===== src/include/dtv_pkg.sv =====
// constants for the converter test-value and sample-format register slice
// assumes an APB slave with 32-bit data, one register per aligned word
`default_nettype none
package dtv_pkg;
    // register indices; the byte address is four times the index
    localparam logic [9:0] DTV_IDX_CLK_DETECT = 10'h08E;
    localparam logic [9:0] DTV_IDX_DIG_TEST   = 10'h0F7;
    localparam logic [9:0] DTV_IDX_I_LOW      = 10'h0F8;
    localparam logic [9:0] DTV_IDX_I_HIGH     = 10'h0F9;
    localparam logic [9:0] DTV_IDX_Q_LOW      = 10'h0FA;
    localparam logic [9:0] DTV_IDX_Q_HIGH     = 10'h0FB;
    localparam logic [9:0] DTV_IDX_FORMAT     = 10'h110;
    localparam logic [9:0] DTV_IDX_IRQ_STATUS = 10'h120;
    localparam logic [9:0] DTV_IDX_IRQ_MASK   = 10'h121;

    // field positions
    localparam int DTV_POS_DET_EN   = 0;
    localparam int DTV_POS_DIFF_FLAG = 1;
    localparam int DTV_POS_CLK_PD   = 0;
    localparam int DTV_POS_TEST_EN  = 1;
    localparam int DTV_POS_FORMAT   = 7;
    localparam int DTV_POS_EV_RISE  = 0;
    localparam int DTV_POS_EV_FALL  = 1;

    // values after reset
    localparam logic [7:0] DTV_RST_DIG_TEST = 8'h1C;
    localparam logic [7:0] DTV_RST_BYTE     = 8'h00;
    localparam logic [1:0] DTV_RST_IRQ      = 2'h0;
    localparam logic       DTV_RST_BIT      = 1'b0;

    // sample format select values
    localparam logic DTV_FMT_TWOS   = 1'b0;
    localparam logic DTV_FMT_OFFSET = 1'b1;

    // channel count and width
    localparam int DTV_NUM_CHAN = 2;
    localparam int DTV_SAMPLE_W = 16;
endpackage : dtv_pkg
`default_nettype wire


===== src/logic/dtv_sync3.sv =====
// three-stage synchroniser with agreement filter for one pin level
// assumes the input is asynchronous to pclk
`default_nettype none
module dtv_sync3 (
    // clock and reset
    input  wire logic pclk,
    input  wire logic presetn,
    // level in and filtered level out
    input  wire logic async_in,
    output var  logic sync_out
);
    typedef struct packed {
        logic s1;
        logic s2;
        logic s3;
        logic q;
    } dtv_sync_type;

    dtv_sync_type st_r;
    dtv_sync_type st_nxt;

    // stage one feeds stage two only; the filter looks at two and three
    always_comb begin
        st_nxt = st_r;
        st_nxt.s1 = async_in;
        st_nxt.s2 = st_r.s1;
        st_nxt.s3 = st_r.s2;
        if (st_r.s2 == st_r.s3) begin
            st_nxt.q = st_r.s3;
        end
    end

    always_ff @(posedge pclk or negedge presetn) begin
        if (!presetn) begin
            st_r <= '0;
        end else begin
            st_r <= st_nxt;
        end
    end

    assign sync_out = st_r.q;
endmodule : dtv_sync3
`default_nettype wire


===== src/logic/dtv_chan_out.sv =====
// one converter channel: format conversion or constant test value
// assumes samples arrive on pclk; output is always twos complement
`default_nettype none
module dtv_chan_out (
    // clock and reset
    input  wire logic        pclk,
    input  wire logic        presetn,
    // control
    input  wire logic        clk_run,
    input  wire logic        test_en,
    input  wire logic        fmt_sel,
    // data
    input  wire logic [15:0] sample_in,
    input  wire logic [15:0] test_value,
    output var  logic [15:0] dac_data
);
    typedef struct packed {
        logic [15:0] data;
    } dtv_chan_type;

    dtv_chan_type st_r;
    dtv_chan_type st_nxt;

    // a stopped digital clock freezes the channel
    always_comb begin
        st_nxt = st_r;
        if (clk_run) begin
            if (test_en) begin
                st_nxt.data = test_value;
            end else if (fmt_sel == dtv_pkg::DTV_FMT_OFFSET) begin
                st_nxt.data = {~sample_in[15], sample_in[14:0]};
            end else begin
                st_nxt.data = sample_in;
            end
        end
    end

    always_ff @(posedge pclk or negedge presetn) begin
        if (!presetn) begin
            st_r <= '0;
        end else begin
            st_r <= st_nxt;
        end
    end

    assign dac_data = st_r.data;
endmodule : dtv_chan_out
`default_nettype wire


===== src/logic/dtv_regs.sv =====
// register slice for clock detect, constant test values and sample format
// assumes an APB master on pclk and an asynchronous clock-type pin
//
// Operation
// - status bit 1 reads differential clock flag
// - detector runs only while enable bit set
// - powerdown bit stops top digital clock
// - test mode drives I with stored word
// - test mode drives Q with stored word
// - format bit 0 selects twos complement
// - format bit 1 selects offset binary
//
// Implementation choice: the APB interface to the registers.
`default_nettype none
module dtv_regs (
    // clock and reset
    input  wire logic        pclk,
    input  wire logic        presetn,
    // apb slave
    input  wire logic        psel,
    input  wire logic        penable,
    input  wire logic        pwrite,
    input  wire logic [11:0] paddr,
    input  wire logic [31:0] pwdata,
    input  wire logic [3:0]  pstrb,
    output var  logic [31:0] prdata,
    output var  logic        pready,
    output var  logic        pslverr,
    // clock detector pin and controls
    input  wire logic        clk_diff_pin,
    output var  logic        clock_detector_enable,
    output var  logic        digital_clock_powerdown,
    // sample inputs
    input  wire logic [15:0] i_sample,
    input  wire logic [15:0] q_sample,
    // converter channel outputs
    output var  logic [15:0] i_dac_data,
    output var  logic [15:0] q_dac_data,
    // interrupt
    output var  logic        irq
);
    typedef struct packed {
        logic        det_en;
        logic        diff_flag;
        logic [7:0]  dig_test;
        logic [7:0]  i_low;
        logic [7:0]  i_high;
        logic [7:0]  q_low;
        logic [7:0]  q_high;
        logic [7:0]  fmt;
        logic [1:0]  irq_status;
        logic [1:0]  irq_mask;
        logic [31:0] rdata;
        logic        err;
    } dtv_regs_type;

    dtv_regs_type st_r;
    dtv_regs_type st_nxt;

    logic [9:0]  idx;
    logic        aligned;
    logic        mapped;
    logic        setup;
    logic        access;
    logic        wr_en;
    logic [7:0]  wbyte;
    logic [31:0] rd_word;
    logic        diff_sync;
    logic        diff_new;
    logic [1:0]  ev;
    logic        test_en;
    logic        fmt_sel;
    logic        clk_run;

    // channel buses for the generate loop
    logic [15:0] chan_sample [dtv_pkg::DTV_NUM_CHAN];
    logic [15:0] chan_value  [dtv_pkg::DTV_NUM_CHAN];
    logic [15:0] chan_data   [dtv_pkg::DTV_NUM_CHAN];

    // pin level of the clock type, filtered against glitches
    dtv_sync3 u_diff_sync (
        .pclk     (pclk),
        .presetn  (presetn),
        .async_in (clk_diff_pin),
        .sync_out (diff_sync)
    );

    // address decode; unaligned addresses are treated as unmapped
    assign idx     = paddr[11:2];
    assign aligned = (paddr[1:0] == 2'h0);
    assign setup   = psel & ~penable;
    assign access  = psel & penable;
    assign wbyte   = pwdata[7:0];

    always_comb begin
        mapped = 1'b0;
        if (aligned) begin
            case (idx)
                dtv_pkg::DTV_IDX_CLK_DETECT: mapped = 1'b1;
                dtv_pkg::DTV_IDX_DIG_TEST:   mapped = 1'b1;
                dtv_pkg::DTV_IDX_I_LOW:      mapped = 1'b1;
                dtv_pkg::DTV_IDX_I_HIGH:     mapped = 1'b1;
                dtv_pkg::DTV_IDX_Q_LOW:      mapped = 1'b1;
                dtv_pkg::DTV_IDX_Q_HIGH:     mapped = 1'b1;
                dtv_pkg::DTV_IDX_FORMAT:     mapped = 1'b1;
                dtv_pkg::DTV_IDX_IRQ_STATUS: mapped = 1'b1;
                dtv_pkg::DTV_IDX_IRQ_MASK:   mapped = 1'b1;
                default:                     mapped = 1'b0;
            endcase
        end
    end

    // only byte lane 0 carries data; other lanes are ignored
    assign wr_en = access & pwrite & mapped & pstrb[0];

    // read word assembled in the setup cycle, held for the access phase
    always_comb begin
        rd_word = 32'h0000_0000;
        case (idx)
            dtv_pkg::DTV_IDX_CLK_DETECT: begin
                rd_word[dtv_pkg::DTV_POS_DIFF_FLAG] = st_r.diff_flag;
                rd_word[dtv_pkg::DTV_POS_DET_EN]  = st_r.det_en;
            end
            dtv_pkg::DTV_IDX_DIG_TEST: begin
                rd_word[7:0] = st_r.dig_test;
            end
            dtv_pkg::DTV_IDX_I_LOW: begin
                rd_word[7:0] = st_r.i_low;
            end
            dtv_pkg::DTV_IDX_I_HIGH: begin
                rd_word[7:0] = st_r.i_high;
            end
            dtv_pkg::DTV_IDX_Q_LOW: begin
                rd_word[7:0] = st_r.q_low;
            end
            dtv_pkg::DTV_IDX_Q_HIGH: begin
                rd_word[7:0] = st_r.q_high;
            end
            dtv_pkg::DTV_IDX_FORMAT: begin
                rd_word[7:0] = st_r.fmt;
            end
            dtv_pkg::DTV_IDX_IRQ_STATUS: begin
                rd_word[1:0] = st_r.irq_status;
            end
            dtv_pkg::DTV_IDX_IRQ_MASK: begin
                rd_word[1:0] = st_r.irq_mask;
            end
            default: begin
                rd_word = 32'h0000_0000;
            end
        endcase
        if (!aligned) begin
            rd_word = 32'h0000_0000;
        end
    end

    // detector samples the pin only while enabled, else it holds
    always_comb begin
        diff_new = st_r.diff_flag;
        if (st_r.det_en) begin
            diff_new = diff_sync;
        end
    end

    // flag edges become interrupt events
    always_comb begin
        ev = 2'h0;
        ev[dtv_pkg::DTV_POS_EV_RISE] = diff_new & ~st_r.diff_flag;
        ev[dtv_pkg::DTV_POS_EV_FALL] = ~diff_new & st_r.diff_flag;
    end

    // register file next state
    always_comb begin
        st_nxt = st_r;
        st_nxt.diff_flag = diff_new;
        if (setup) begin
            st_nxt.rdata = mapped ? rd_word : 32'h0000_0000;
            st_nxt.err   = ~mapped;
        end
        if (wr_en) begin
            case (idx)
                dtv_pkg::DTV_IDX_CLK_DETECT: begin
                    st_nxt.det_en = wbyte[dtv_pkg::DTV_POS_DET_EN];
                end
                dtv_pkg::DTV_IDX_DIG_TEST: begin
                    st_nxt.dig_test = wbyte;
                end
                dtv_pkg::DTV_IDX_I_LOW: begin
                    st_nxt.i_low = wbyte;
                end
                dtv_pkg::DTV_IDX_I_HIGH: begin
                    st_nxt.i_high = wbyte;
                end
                dtv_pkg::DTV_IDX_Q_LOW: begin
                    st_nxt.q_low = wbyte;
                end
                dtv_pkg::DTV_IDX_Q_HIGH: begin
                    st_nxt.q_high = wbyte;
                end
                dtv_pkg::DTV_IDX_FORMAT: begin
                    st_nxt.fmt = wbyte;
                end
                dtv_pkg::DTV_IDX_IRQ_STATUS: begin
                    st_nxt.irq_status = st_r.irq_status & ~wbyte[1:0];
                end
                dtv_pkg::DTV_IDX_IRQ_MASK: begin
                    st_nxt.irq_mask = wbyte[1:0];
                end
                default: begin
                    st_nxt.err = st_r.err;
                end
            endcase
        end
        // set wins over a clear in the same cycle
        st_nxt.irq_status = st_nxt.irq_status | ev;
    end

    always_ff @(posedge pclk or negedge presetn) begin
        if (!presetn) begin
            st_r.det_en     <= dtv_pkg::DTV_RST_BIT;
            st_r.diff_flag  <= dtv_pkg::DTV_RST_BIT;
            st_r.dig_test   <= dtv_pkg::DTV_RST_DIG_TEST;
            st_r.i_low      <= dtv_pkg::DTV_RST_BYTE;
            st_r.i_high     <= dtv_pkg::DTV_RST_BYTE;
            st_r.q_low      <= dtv_pkg::DTV_RST_BYTE;
            st_r.q_high     <= dtv_pkg::DTV_RST_BYTE;
            st_r.fmt        <= dtv_pkg::DTV_RST_BYTE;
            st_r.irq_status <= dtv_pkg::DTV_RST_IRQ;
            st_r.irq_mask   <= dtv_pkg::DTV_RST_IRQ;
            st_r.rdata      <= 32'h0000_0000;
            st_r.err        <= 1'b0;
        end else begin
            st_r <= st_nxt;
        end
    end

    // control decode feeding the channels
    assign test_en = st_r.dig_test[dtv_pkg::DTV_POS_TEST_EN];
    assign clk_run = ~st_r.dig_test[dtv_pkg::DTV_POS_CLK_PD];
    assign fmt_sel = st_r.fmt[dtv_pkg::DTV_POS_FORMAT];

    assign chan_sample[0] = i_sample;
    assign chan_sample[1] = q_sample;
    assign chan_value[0]  = {st_r.i_high, st_r.i_low};
    assign chan_value[1]  = {st_r.q_high, st_r.q_low};

    // one output stage per converter channel
    for (genvar c = 0; c < dtv_pkg::DTV_NUM_CHAN; c++) begin : g_chan
        dtv_chan_out u_chan (
            .pclk       (pclk),
            .presetn    (presetn),
            .clk_run    (clk_run),
            .test_en    (test_en),
            .fmt_sel    (fmt_sel),
            .sample_in  (chan_sample[c]),
            .test_value (chan_value[c]),
            .dac_data   (chan_data[c])
        );
    end

    assign i_dac_data = chan_data[0];
    assign q_dac_data = chan_data[1];

    // bus answers: zero wait states, error only on unmapped addresses
    assign pready  = 1'b1;
    assign prdata  = st_r.rdata;
    assign pslverr = access & st_r.err;

    // control pins straight from their register bits
    assign clock_detector_enable   = st_r.det_en;
    assign digital_clock_powerdown = st_r.dig_test[dtv_pkg::DTV_POS_CLK_PD];

    // level interrupt while any unmasked status bit stands
    assign irq = |(st_r.irq_status & st_r.irq_mask);
endmodule : dtv_regs
`default_nettype wire


===== config.mk =====
export PLATFORM = sky130hd
export DESIGN_NAME = dtv_regs
export DESIGN_NICKNAME = d
export VERILOG_FILES = /design/src/include/dtv_pkg.sv /design/src/logic/dtv_sync3.sv /design/src/logic/dtv_chan_out.sv /design/src/logic/dtv_regs.sv
export SDC_FILE = /design/constraint.sdc
export NUM_CORES = 1
export LEC_CHECK = 0
export BUFFER_PORTS_ARGS = -buffer_cell sky130_fd_sc_hd__buf_2
export CORE_UTILIZATION = 51
export DETAILED_ROUTE_END_ITERATION = 10
export PLACE_DENSITY = 0.84
export SYNTH_ARGS = -nofsm -noshare
export SYNTH_HDL_FRONTEND = slang
export SYNTH_SLANG_ARGS = --single-unit

===== constraint.sdc =====
create_clock -name pclk -period 1.9 [get_ports pclk]
set_clock_uncertainty 0.15 [all_clocks]
set_input_delay 0.19 -clock pclk [delete_from_list [all_inputs] [get_ports pclk]]
set_output_delay 0.19 -clock pclk [all_outputs]
set_load 0.05 [all_outputs]

# Word level (Yosys, flattened, before mapping)
# Index checks and enable logic that the tools add are counted.
[classes]
n_eq_ne = 11
n_mux = 17
bitwise_logic = 18
reduce_logical = 11
[op_table]
columns = ["op", "n"]
rows = [
  ["$mux 16", 4],
  ["$eq 10x8->1 const B", 6],
  ["$pmux 6 s6", 1],
  ["$eq 10x9->1 const B", 3],
  ["$pmux 2 s9", 1],
  ["$mux 8", 2],
  ["$reduce_and 2->1", 8],
  ["$reduce_or 9->1", 1],
  ["$and 1x1->1", 8],
  ["$mux 1", 6],
  ["$not 1->1", 6],
  ["$and 2x2->2", 2],
  ["$mux 2", 2],
  ["$mux 4", 1],
  ["$logic_not 2->1", 1],
  ["$ne 2x2->1 const B", 1],
  ["$not 2->2", 1],
  ["$or 2x2->2", 1],
  ["$reduce_or 2->1", 1],
  ["$eq 1x1->1", 1],
]
[word_totals]
ff_bits = 123
out_inout_bits = 69
elab_cells = 75

# Depth between registers and ports, before layout
# Gate-level depths: netlist of the first run.
[logic_depth]
word_depth = 8
depth_mapped = 8
mapped_depth_nobuf = 5

# Hierarchy
# Synthesis of the first run repeated with hierarchy kept, for this count alone.
[hier_totals]
cells_unflattened = 398
hier_area_um2 = 4848.4
[modules_own_cells]
columns = ["mod", "instances", "cells_per_inst", "area_per_inst_um2", "seq_area_each_um2"]
rows = [
  ["dtv_regs", 1, 251, 3213.1, 1580.3],
  ["dtv_chan_out", 2, 71, 762.0, 400.4],
  ["dtv_sync3", 1, 5, 111.4, 100.1],
]

# Worst setup path before layout of the first run
# No wires, ideal clock.
[synth_timing]
path_kind = "in2reg"
start = "input pstrb[0]"
end = "register st_r (netlist bit chan_value[16])"
setup_ps = 125
t_arrival_ps = 1757
t_required_ps = 1625
setup_slack_ps = -132
path_stages = 7
path_cell_list = "nand4_1 or3_1 or2_1 buf_6 or3_1 buf_6 mux2_4"
[synth_via]
elab_chain_cells = 2
[synth_lines]
columns = ["element", "line_no", "rtl"]
rows = [
  ["from (decl)", "dtv_regs.sv:25", "input wire logic [3:0] pstrb,"],
  ["$and 1x1->1", "dtv_regs.sv:114", "assign wr_en = access & pwrite & mapped & pstrb[0];"],
  ["$reduce_and 2->1 (no source line)", "n/a", ""],
  ["to (signal assigned)", "dtv_regs.sv:233", "st_r <= st_nxt;"],
  ["to (decl)", "dtv_regs.sv:57", "dtv_regs_type st_r;"],
]
# Every way passes these cells.
# A chain may end at the register's enable or synchronous reset.

# Final worst setup path of the first run
[layout_timing]
start = "register st_r (netlist bit chan_value[21])"
end = "register st_r (netlist bit prdata[5])"
[layout_via]
elab_chain_cells = 3
[layout_lines]
columns = ["element", "line_no", "rtl"]
rows = [
  ["$pmux 6 s6", "dtv_regs.sv:119", "case (idx)"],
  ["$mux 8", "dtv_regs.sv:152", "if (!aligned) begin"],
  ["$mux 8", "dtv_regs.sv:177", "st_nxt.rdata = mapped ? rd_word : 32'h0000_0000;"],
]
# Every way passes these cells.

==> results of run 1 <==
## final timing paths
path	from	to	slack, ps	cells after the start
max in group asynchronous	presetn	st_r[78]$_DFFE_PN0P_	920	3
worst max-delay path	chan_value[21]$_DFFE_PN0P_	prdata[5]$_DFFE_PN0P_	50	4
worst max register to register	chan_value[21]$_DFFE_PN0P_	prdata[5]$_DFFE_PN0P_	50	4
worst min register to register	u_diff_sync.st_nxt[2]$_DFF_PN0_	u_diff_sync.st_nxt[1]$_DFF_PN0_	230	0
worst min-delay path	pwdata[5]	chan_value[5]$_DFFE_PN0P_	7	2
min in group asynchronous	presetn	clock_detector_enable$_DFFE_PN0P_	150	2
## where the power goes
| group | switching, uW | leakage, uW | total, uW | internal, uW |
|---|---|---|---|---|
| sequential | 26.2 | 0.00128 | 2180 | 2150 |
| clock | 864 | 0.000105 | 1400 | 539 |
| combinational | 419 | 0.00166 | 614 | 195 |
## cell families (layout without fill, tap and decap cells)
family	after synthesis	count (layout)	synth area share [%]
buffers and inverters	58	210	7.358
AOI/OAI and AO/OA	60	60	7.917
muxes	91	91	22.18
DFF	99	99	50.32
and+or+nand+nor	98	98	11.52
xor gates and xnor gates	2	2	0.3553
other	2	25	0.1523
adders and majority gates	1	1	0.2030
## layer usage
layer	vias up	track usage, %	share of wire, %
li1	1766	-	-
met2	133	44.31	49
met4	0	10.70	2.7
met3	26	3.482	3.9
met1	1942	35.43	44
met5	-	0	0
## metrics by stage
stage | hold WS, ps | power [uW] | cell area (um2)
final | 7.211 | 4193 | 6406
after CTS | 0.5635 | 4210 | 6376
after global placement | 13.42 | 2761 | 5846
after floorplan | -255.6 | 2576 | 5051
after detailed placement | 18.62 | 2775 | 5846
after global routing | 27.12 | 4328 | 6406
## what timing repair did
action,in CTS,in global routing
endpoints found under the setup margin,0,2
resized for setup,0,0
hold buffers,32,0
endpoints found under the hold margin,140,0
setup buffers,0,4
## flip-flops by register name, summed over array words and instances (netlist names)
signal / cells
u_diff_sync.st_r: 1
fmt_sel: 1
chan_value: 32
g_chan.u_chan.dac_data: 32
prdata: 8
digital_clock_powerdown: 1
u_diff_sync.st_nxt: 2
clock_detector_enable: 1
u_diff_sync.sync_out: 1
st_r: 20
## area by class of cell
class                           instances  area, um2  area share [%]
Clock buffer                            9      123.9           1.934
Tap cell                              129      161.4           2.520
Sequential cell                        99       2484           38.77
Inverter                                4      15.01          0.2344
Timing Repair Buffer                  190       1329           20.74
Multi-Input combinational cell        277       2207           34.45
Clock inverter                          7      86.33           1.348
## cell usage after synthesis (all sizes together) (2+ instances only)
cell    count
a21oi       3
a221o       6
a221oi      2
a22o        8
and2        2
and2b       7
and3        2
buf        41
clkbuf     13
conb        2
dfrtp      96
dfstp       3
inv         4
mux2       52
mux2i      32
mux4        7
nand2      45
nand2b      2
nand3       6
nand4       2
nand4b      2
nor2        7
nor3        7
nor3b       4
nor4b       3
o21ai      34
or3         2
xnor2       2
==> summary.md, run 1 <==
| Metric | Value |
|---|---|
| Die ar. | `0.01007 mm2` |
| Crit path max fanout | `3` |
| Yosys reg bits | `99` |
| Worst path arrival time | `1960 ps` |
| Synth Instances | `411` |
| I/O pin cnt | `155` |
| Leak | `0.003045 uW` |
| Max Clk Rate | `541.5 MHz` |
| First-pass GRT wire length | `20130 um` |
| Placed cells | `663` |
| Worst-skew pair later-pin latency | `380 ps` |
| Initial antenna violation count | `0` |
| Power density over the cells | `654.6 mW/mm2` |
| Req. time, crit path | `2020 ps` |
| Relative slew slack | `49.04%` |
| Vias after detailed routing | `3867` |
| RePlAce Congestion | `0.8942` |
| Critical Path Source Type | `flop` |
| Min Clock Period, post-route | `1847 ps` |
| Nets | `667` |
| WS Path Type | `reg2reg` |
| 1st-pass router iterations | `4` |
| Core region area | `0.009284 mm2` |
| Period utilization | `97.20%` |
| Sequential area share after synthesis | `50.32%` |
| Starting density of the core | `53.11%` |
| Die Wd | `100.3 um` |
| Setup TNS | `0 ps` |
| Antenna diode count | `0` |
| Setup WS pre-CTS | `-214.5 ps` |
| Worst-margin pin slew | `758.5 ps` |
| Final Util | `69.00%` |
| IO Port Bufs | `102` |
| Most common flop cell mapped by yosys | `dfrtp_1` |
| Final hold viol count | `0` |
| Root Driver | `clkbuf_8` |
| Worst hold path type | `in2reg` |
| CP Buf/Inv Count | `0` |
| Post-route DRC | `0` |
| Top cell type's share of synthesized area | `48.72%` |
| Chip height | `100.3 um` |
| Vias in the first global route | `3868` |
| Max-slew violations | `0` |
| GR Overflow Total | `0` |
| Most common cell after layout, fill and taps aside | `buf_2` |
| Fillers | `654` |
| Syn_area_per_cell | `12.00 um2` |
| TritonCTS clock tree | `yes` |
| Async set-reset flop share out of synthesis | `100.0%` |
| # setup viols final | `0` |
| Core Rows | `35` |
| Layout cell share with drive strength beyond 1 | `42.83%` |
| Syn Std Cell Area | `0.004931 mm2` |
| Post-Layout Cell Count | `715` |
| Clock Path Buffers | `2` |
| GRT Util Overall | `26.61%` |
| DPL Wire Length | `9016 um` |
| Htree depth | `3` |
| Clk slew on worst S/H paths | `110 ps` |
| Routed Antenna Nets | `0` |
| P&R area growth vs syn | `29.92%` |
| Top delay family on crit path | `compound AO/OA/AOI/OAI gates` |
| Commonest non-fill, non-tap cells in the layout | `buf_2, dfrtp_1, buf_4` |
| Synth cell types | `51` |
| Routed WL | `12510 um` |
| WL/cell | `17.50 um` |
| Largest net degree at the start of global routing | `37` |
| CP max stage delay | `440 ps` |
| Count of flip-flops with a built-in enable after synthesis | `0` |
| Num CTS Buffers | `9` |
| Status | `complete, no violations` |
| CP endpoint kind | `flop` |
| VDD IR max | `373.8 uV` |
| Clock sinks | `99` |
| Post-route setup slack | `53.24 ps` |
| CP max-delay cell | `mux4_2` |
| Synth warn | `0` |
| CP Cell Sequence | `mux4_2 -> and2b_2 -> a221o_1 -> a22o_1` |
| Synth area leader | `dfrtp_1` |
| Top post-synthesis cells by area | `dfrtp_1, mux2_2, mux2i_1` |
| Max-Cap Viols | `0` |
| Routed vias/inst | `5.408` |
| Initial detailed-routing violation count | `212` |
Note: power is estimated with default switching activity, not from simulation.
==> run 2: changes to the inputs <==
- ABC_AREA: unset -> 1
- CORE_UTILIZATION: 51 -> 52
==> run 2 against run 1 <==
Count of clock-buffer cells in the layout up 3. Setup slack better by 170 ps. Global-route usage up 2.1 points. Die area up 5.8%. Largest power group unchanged.
==> summary.md, run 2 <==
| Metric | Value |
|---|---|
| Status | `complete, no violations` |
| Synth Area in XOR/XNOR | `0.3290%` |
| Yosys reg bits | `99` |
| Top post-synthesis cells by count | `nand2_1, dfrtp_1, nor2_1` |
| Routed vias/inst | `5.436` |
| Commonest non-fill, non-tap cells in the layout | `nand2_1, buf_2, dfrtp_1` |
| IO Port Bufs | `102` |
| CP Buf/Inv Count | `3` |
| Routed Antenna Nets | `0` |
| Async set-reset flop share out of synthesis | `100.0%` |
| Post-route setup slack | `227.3 ps` |
| RSZ-0062 raised after global routing | `no` |
| Root Driver | `clkbuf_8` |
| Req. time, crit path | `2000 ps` |
| Crit path depth | `11` |
| Worst setup path endpoint | `chan_value[14]$_DFFE_PN0P_` |
| GR Layer Usage met1 | `35.25%` |
| Sequential area share after synthesis | `46.60%` |
| WS Path Type | `in2reg` |
| Antenna diode count | `0` |
| P&R area growth vs syn | `22.80%` |
| Max-slew violations | `0` |
| Setup WS pre-CTS | `-26.65 ps` |
| Crit path from | `paddr[6]` |
| Area occupied by multi-input gates | `0.002341 mm2` |
| Compound-Gate Fraction of Synth Area | `6.510%` |
| Most frequent CP cell | `nand2_1` |
| Final hold viol count | `0` |
| Power density over the cells | `657.0 mW/mm2` |
| TritonCTS clock tree | `yes` |
| Adder-Cell Fraction of Synth Area | `0.1880%` |
| Leak | `0.003473 uW` |
| RR Startpoint | `st_r[78]$_DFFE_PN0P_` |
| RePlAce Congestion | `0.9574` |
| Reg2Reg Depth | `3` |
| Setup repair bufs after CTS | `0` |
| CP endpoint kind | `flop` |
| Worst hold path type | `in2reg` |
| Synth cell types | `33` |
| I/O pin cnt | `155` |
| Crit path max fanout | `19` |
| GR Util met3 | `5.108%` |
| WL/cell | `15.17 um` |
| Synth area leader | `dfrtp_1` |
| Largest net degree at the start of global routing | `77` |
| Reg2reg setup slack | `410 ps` |
| CP Cell Sequence | `buf_2 -> inv_1 -> nand2_1 -> nor2_1 -> nand3b_1 -> nand2_1 -> inv_2 -> nand2_4 -> nand3_1 -> nand2_1 -> nand2_1` |
| Gr busiest metal | `met2` |
| DPL Wire Length | `10200 um` |
| 1st-pass router iterations | `5` |
| Routed WL | `14760 um` |
| Clock Path Buffers | `2` |
| Period utilization | `88.04%` |
| Count leader, synth | `nand2_1` |
| Main combinational cell family by area after synthesis | `simple AND/OR/NAND/NOR gates` |
| Clk slew on worst S/H paths | `100 ps` |
| Max Clk Rate | `597.8 MHz` |
| Critical Path Source Type | `input pin` |
| Met2 Usage GRT | `48.56%` |
| Vias after detailed routing | `5289` |
| Core Rows | `36` |
| Setup TNS | `0 ps` |
| VDD IR max | `334.9 uV` |
| Simple-Gate Fraction of Synth Area | `35.06%` |
| Chip height | `103.2 um` |
| Post-route DRC | `0` |
| Most common cell after layout, fill and taps aside | `nand2_1` |
| Most common flop cell mapped by yosys | `dfrtp_1` |
| Clock sinks | `99` |
| CP max-delay cell | `nand3_1` |
| Count of flip-flops with a built-in enable after synthesis | `0` |
| Vias in the first global route | `4971` |
| Initial detailed-routing violation count | `378` |
| Starting density of the core | `53.97%` |
| Synth Instances | `695` |
| R2r endpoint | `g_chan[1].u_chan.dac_data[6]$_DFFE_PN0N_` |
| Num CTS Buffers | `9` |
| GRT Util Overall | `28.66%` |
| # setup viols final | `0` |
| CP max stage delay | `310 ps` |
| Synth warn | `0` |
| Worst path arrival time | `1770 ps` |
| Top delay family on crit path | `simple AND/OR/NAND/NOR gates` |
| Syn Std Cell Area | `0.005324 mm2` |
| Die ar. | `0.01065 mm2` |
| GR Overflow Total | `0` |
| Core region area | `0.009864 mm2` |
| FF+latch area | `0.002481 mm2` |
| Syn_area_per_cell | `7.660 um2` |
| Htree depth | `3` |
| Initial antenna violation count | `0` |
| Proportion of synthesized area in mux cells | `0%` |
| Fillers | `790` |
| First-pass GRT wire length | `23160 um` |
| Layout cell share with drive strength beyond 1 | `21.19%` |
| Worst-skew pair later-pin latency | `380 ps` |
| Top post-synthesis cells by area | `dfrtp_1, nand2_1, nand4_1` |
| Nets | `921` |
| Max-Cap Viols | `0` |
| Top cell type's share of synthesized area | `45.12%` |
| Min Clock Period, post-route | `1673 ps` |
| Die Wd | `103.2 um` |
[run 2: cell count changes after synthesis, moves of 7 or more]
cell,change
nand2_1,+196
nand4_1,+65
nor2_1,+65
a21oi_1,+54
mux2_2,-44
mux2i_1,-32
inv_1,+27
o21ai_0,-25
nand3_1,+9
mux2_4,-8
a22o_1,-7
mux4_2,-7
[run 2: worst register-to-register path: stages, from the launching register on]
cell	delay, ps
dfrtp_1	570
buf_4	360
a21oi_1	120
a21oi_1	210
[run 2: worst min path at each step]
stage | start | endpoint | slack [ps] | cells past startpoint
global route | pwdata[0] | digital_clock_powerdown$_DFFE_PN0P_ | 40 | 3
finish | i_sample[15] | g_chan[0].u_chan.dac_data[15]$_DFFE_PN0N_ | 30 | 5
detailed placement | presetn | g_chan[0].u_chan.dac_data[9]$_DFFE_PN0N_ | -30 | 1
floorplan | presetn | chan_value[0]$_DFFE_PN0P_ | -260 | 0
global placement | presetn | g_chan[0].u_chan.dac_data[13]$_DFFE_PN0N_ | -50 | 1
CTS | pwdata[0] | st_r[33]$_DFFE_PN0P_ | 10 | 3
[run 2: routing by layer]
layer  share of wire (%)  up-vias  wire [um]
met5                   0        -          0
met4                 3.3        0        493
met3                 7.7       56       1134
met2                  49      278       7248
met1                  40     2473       5888
li1                    -     2482          -
[run 2: cell type report]
type	count	area share, %
Inverter	38	2.182
Clock buffer	12	2.220
Multi-Input combinational cell	513	35.81
Sequential cell	99	37.95
Timing Repair Buffer	174	18.14
Clock inverter	4	1.148
Tap cell	133	2.545
[run 2: cell families (layout without fill, tap and decap cells)]
kind of cell | count (synthesis) | count (layout)
buffers and inverters | 106 | 228
adder cells (fa/ha/maj) | 1 | 1
flip-flops | 99 | 99
XOR/XNOR | 2 | 2
AO/OA/AOI/OAI | 68 | 68
AND/OR/NAND/NOR | 417 | 417
other | 2 | 25
[run 2: through the flow]
stage,hold slack (ps),total power [uW],cell area (um2),instances,util [%]
after floorplan,-255.6,2582,5410,718,-
after global placement,-45.61,2733,5937,919,60.19
after detailed placement,-31.13,2744,5937,919,60.19
after CTS,13.21,4295,6538,973,66.27
after global routing,38.57,4412,6538,973,66.27
final,30.76,4295,6538,973,66.27
[run 2: what timing repair did]
| action | in CTS | in global routing |
|---|---|---|
| endpoints found under the setup margin | 0 | 0 |
| hold buffers | 38 | 0 |
| endpoints found under the hold margin | 118 | 0 |
| resized for setup | 0 | 0 |
[run 2: where the power goes]
part	switching (uW)	internal (uW)
Combinational	432	172
Clock	743	780
Sequential	21.9	2150
Total	1200	3100
==> run 3: changes to the inputs <==
- PLACE_DENSITY: 0.84 -> 0.8
==> run 3 against run 2 <==
Clock power is 11% higher. Register-to-register slack better by 150 ps. Fmax shrank 1.7%. Sequential cell count unchanged. Power rose by 3.7%. Global-route usage fell by 0.82 points. Non-clock buffer count down 7. Critical endpoint is now digital_clock_powerdown.
==> summary.md, run 3 (same netlist as run 2, synthesis figures left out) <==
| Metric | Value |
|---|---|
| Core region area | `0.009864 mm2` |
| P&R area growth vs syn | `22.21%` |
| WHS | `2.963 ps` |
| RSZ-0062 raised after global routing | `no` |
| Worst-margin pin slew | `505.0 ps` |
| Final hold viol count | `0` |
| I/O pin cnt | `155` |
| Status | `complete, no violations` |
| Period utilization | `89.57%` |
| Max-slew violations | `0` |
| Initial antenna violation count | `0` |
| Critical Path Source Type | `flop` |
| Routed vias/inst | `5.254` |
| Post-route DRC | `0` |
| TritonCTS clock tree | `yes` |
| Final Util | `65.96%` |
| DPL Wire Length | `10150 um` |
| Max-Cap Viols | `0` |
| Worst hold path type | `in2reg` |
| Vias after detailed routing | `5075` |
| Min Clock Period, post-route | `1702 ps` |
| Reg2reg setup slack | `560 ps` |
| Die Wd | `103.2 um` |
| Crit path max fanout | `19` |
| Layout cell share with drive strength beyond 1 | `21.01%` |
| VDD IR max | `631.9 uV` |
| Clock Path Buffers | `2` |
| Antenna diode count | `0` |
| Clock sinks | `99` |
| Vias in the first global route | `4673` |
| CP endpoint kind | `output pin` |
| RePlAce Congestion | `0.9196` |
| Htree depth | `3` |
| Leak | `0.003466 uW` |
| Total chip power | `4452 uW` |
| GRT Util Overall | `27.84%` |
| Req. time, crit path | `1560 ps` |
| Most common cell after layout, fill and taps aside | `nand2_1` |
| Root Driver | `clkbuf_8` |
| Worst-skew pair later-pin latency | `370 ps` |
| Worst path arrival time | `1360 ps` |
| Nets | `914` |
| Routed WL | `14060 um` |
| First-pass GRT wire length | `22490 um` |
| Placed cells | `914` |
| Max Clk Rate | `587.6 MHz` |
| Core Rows | `36` |
| WL/cell | `14.56 um` |
| Routed Antenna Nets | `0` |
| GR Overflow Total | `0` |
| Die ar. | `0.01065 mm2` |
| Num CTS Buffers | `9` |
| Commonest non-fill, non-tap cells in the layout | `nand2_1, buf_2, dfrtp_1` |
| Clk slew on worst S/H paths | `90 ps` |
| Largest net degree at the start of global routing | `36` |
| Power density over the cells | `684.3 mW/mm2` |
| Post-Layout Cell Count | `966` |
| 1st-pass router iterations | `5` |
| Chip height | `103.2 um` |
| Starting density of the core | `53.97%` |
| IO Port Bufs | `102` |
| Relative slew slack | `66.28%` |
| # setup viols final | `0` |
| WS Path Type | `reg2out` |
| Initial detailed-routing violation count | `324` |
==> run 3: cell count changes in the layout (fill, tap and decap cells not counted) <==
cell,delta
buf_12,-1
buf_4,-4
bufinv_16,+1
clkbuf_1,-2
clkbuf_8,+1
clkinv_4,+1
clkinvlp_4,-2
dlygate4sd3_1,-2
inv_6,+1
==> run 3: final cells by class <==
class	count	area (um2)
Fill cell	845	3358
Multi-Input combinational cell	513	2341
Clock inverter	5	107.6
Timing Repair Buffer	167	1116
Tap cell	133	166.4
Inverter	38	142.6
Clock buffer	11	151.4
Sequential cell	99	2481
==> run 3: final timing paths <==
| check | to | depth (start not counted) | start |
|---|---|---|---|
| min in group asynchronous | g_chan[1].u_chan.dac_data[5]$_DFFE_PN0N_ | 2 | presetn |
| min reg2reg | u_diff_sync.st_nxt[1]$_DFF_PN0_ | 0 | u_diff_sync.st_nxt[2]$_DFF_PN0_ |
| max | digital_clock_powerdown | 2 | digital_clock_powerdown$_DFFE_PN0P_ |
| max in group asynchronous | st_r[84]$_DFFE_PN0P_ | 3 | presetn |
| min | g_chan[1].u_chan.dac_data[4]$_DFFE_PN0N_ | 3 | q_sample[4] |
| max reg2reg | g_chan[1].u_chan.dac_data[3]$_DFFE_PN0N_ | 4 | st_r[78]$_DFFE_PN0P_ |
==> run 3: repair_timing <==
action	CTS	global route
gates resized for setup	0	0
hold buffers	36	0
endpoints found under the hold margin	132	0
setup buffers	0	0
==> run 3: where the power goes <==
part / switching [uW] / internal [uW] / leakage, uW
logic: 428 / 171 / 0.00206
clock network: 733 / 954 / 0.000130
registers: 21.2 / 2150 / 0.00127
total: 1180 / 3270 / 0.00347
==> run 3: through the flow <==
stage / setup TNS [ps] / setup slack (ps) / area [um2]
final: 0 / 198.1 / 6506
after floorplan: 0 / 239.7 / 5410
after CTS: 0 / 207.6 / 6506
after global routing: 0 / 146.4 / 6506
after detailed placement: -334.3 / -66.27 / 5887
after global placement: -3.915 / -1.376 / 5887
==> run 3: critical path: stages (launching register included) <==
cell and delay [ps]:
dfrtp_1 430, buf_4 260, buf_2 310
==> run 3: layer usage <==
layer	global-route usage [%]	vias to the layer above	wire, um
met5	0	-	0
met1	35.76	2389	5847
met3	4.839	25	926
met2	48.87	194	7058
met4	7.259	0	231
li1	-	2467	-
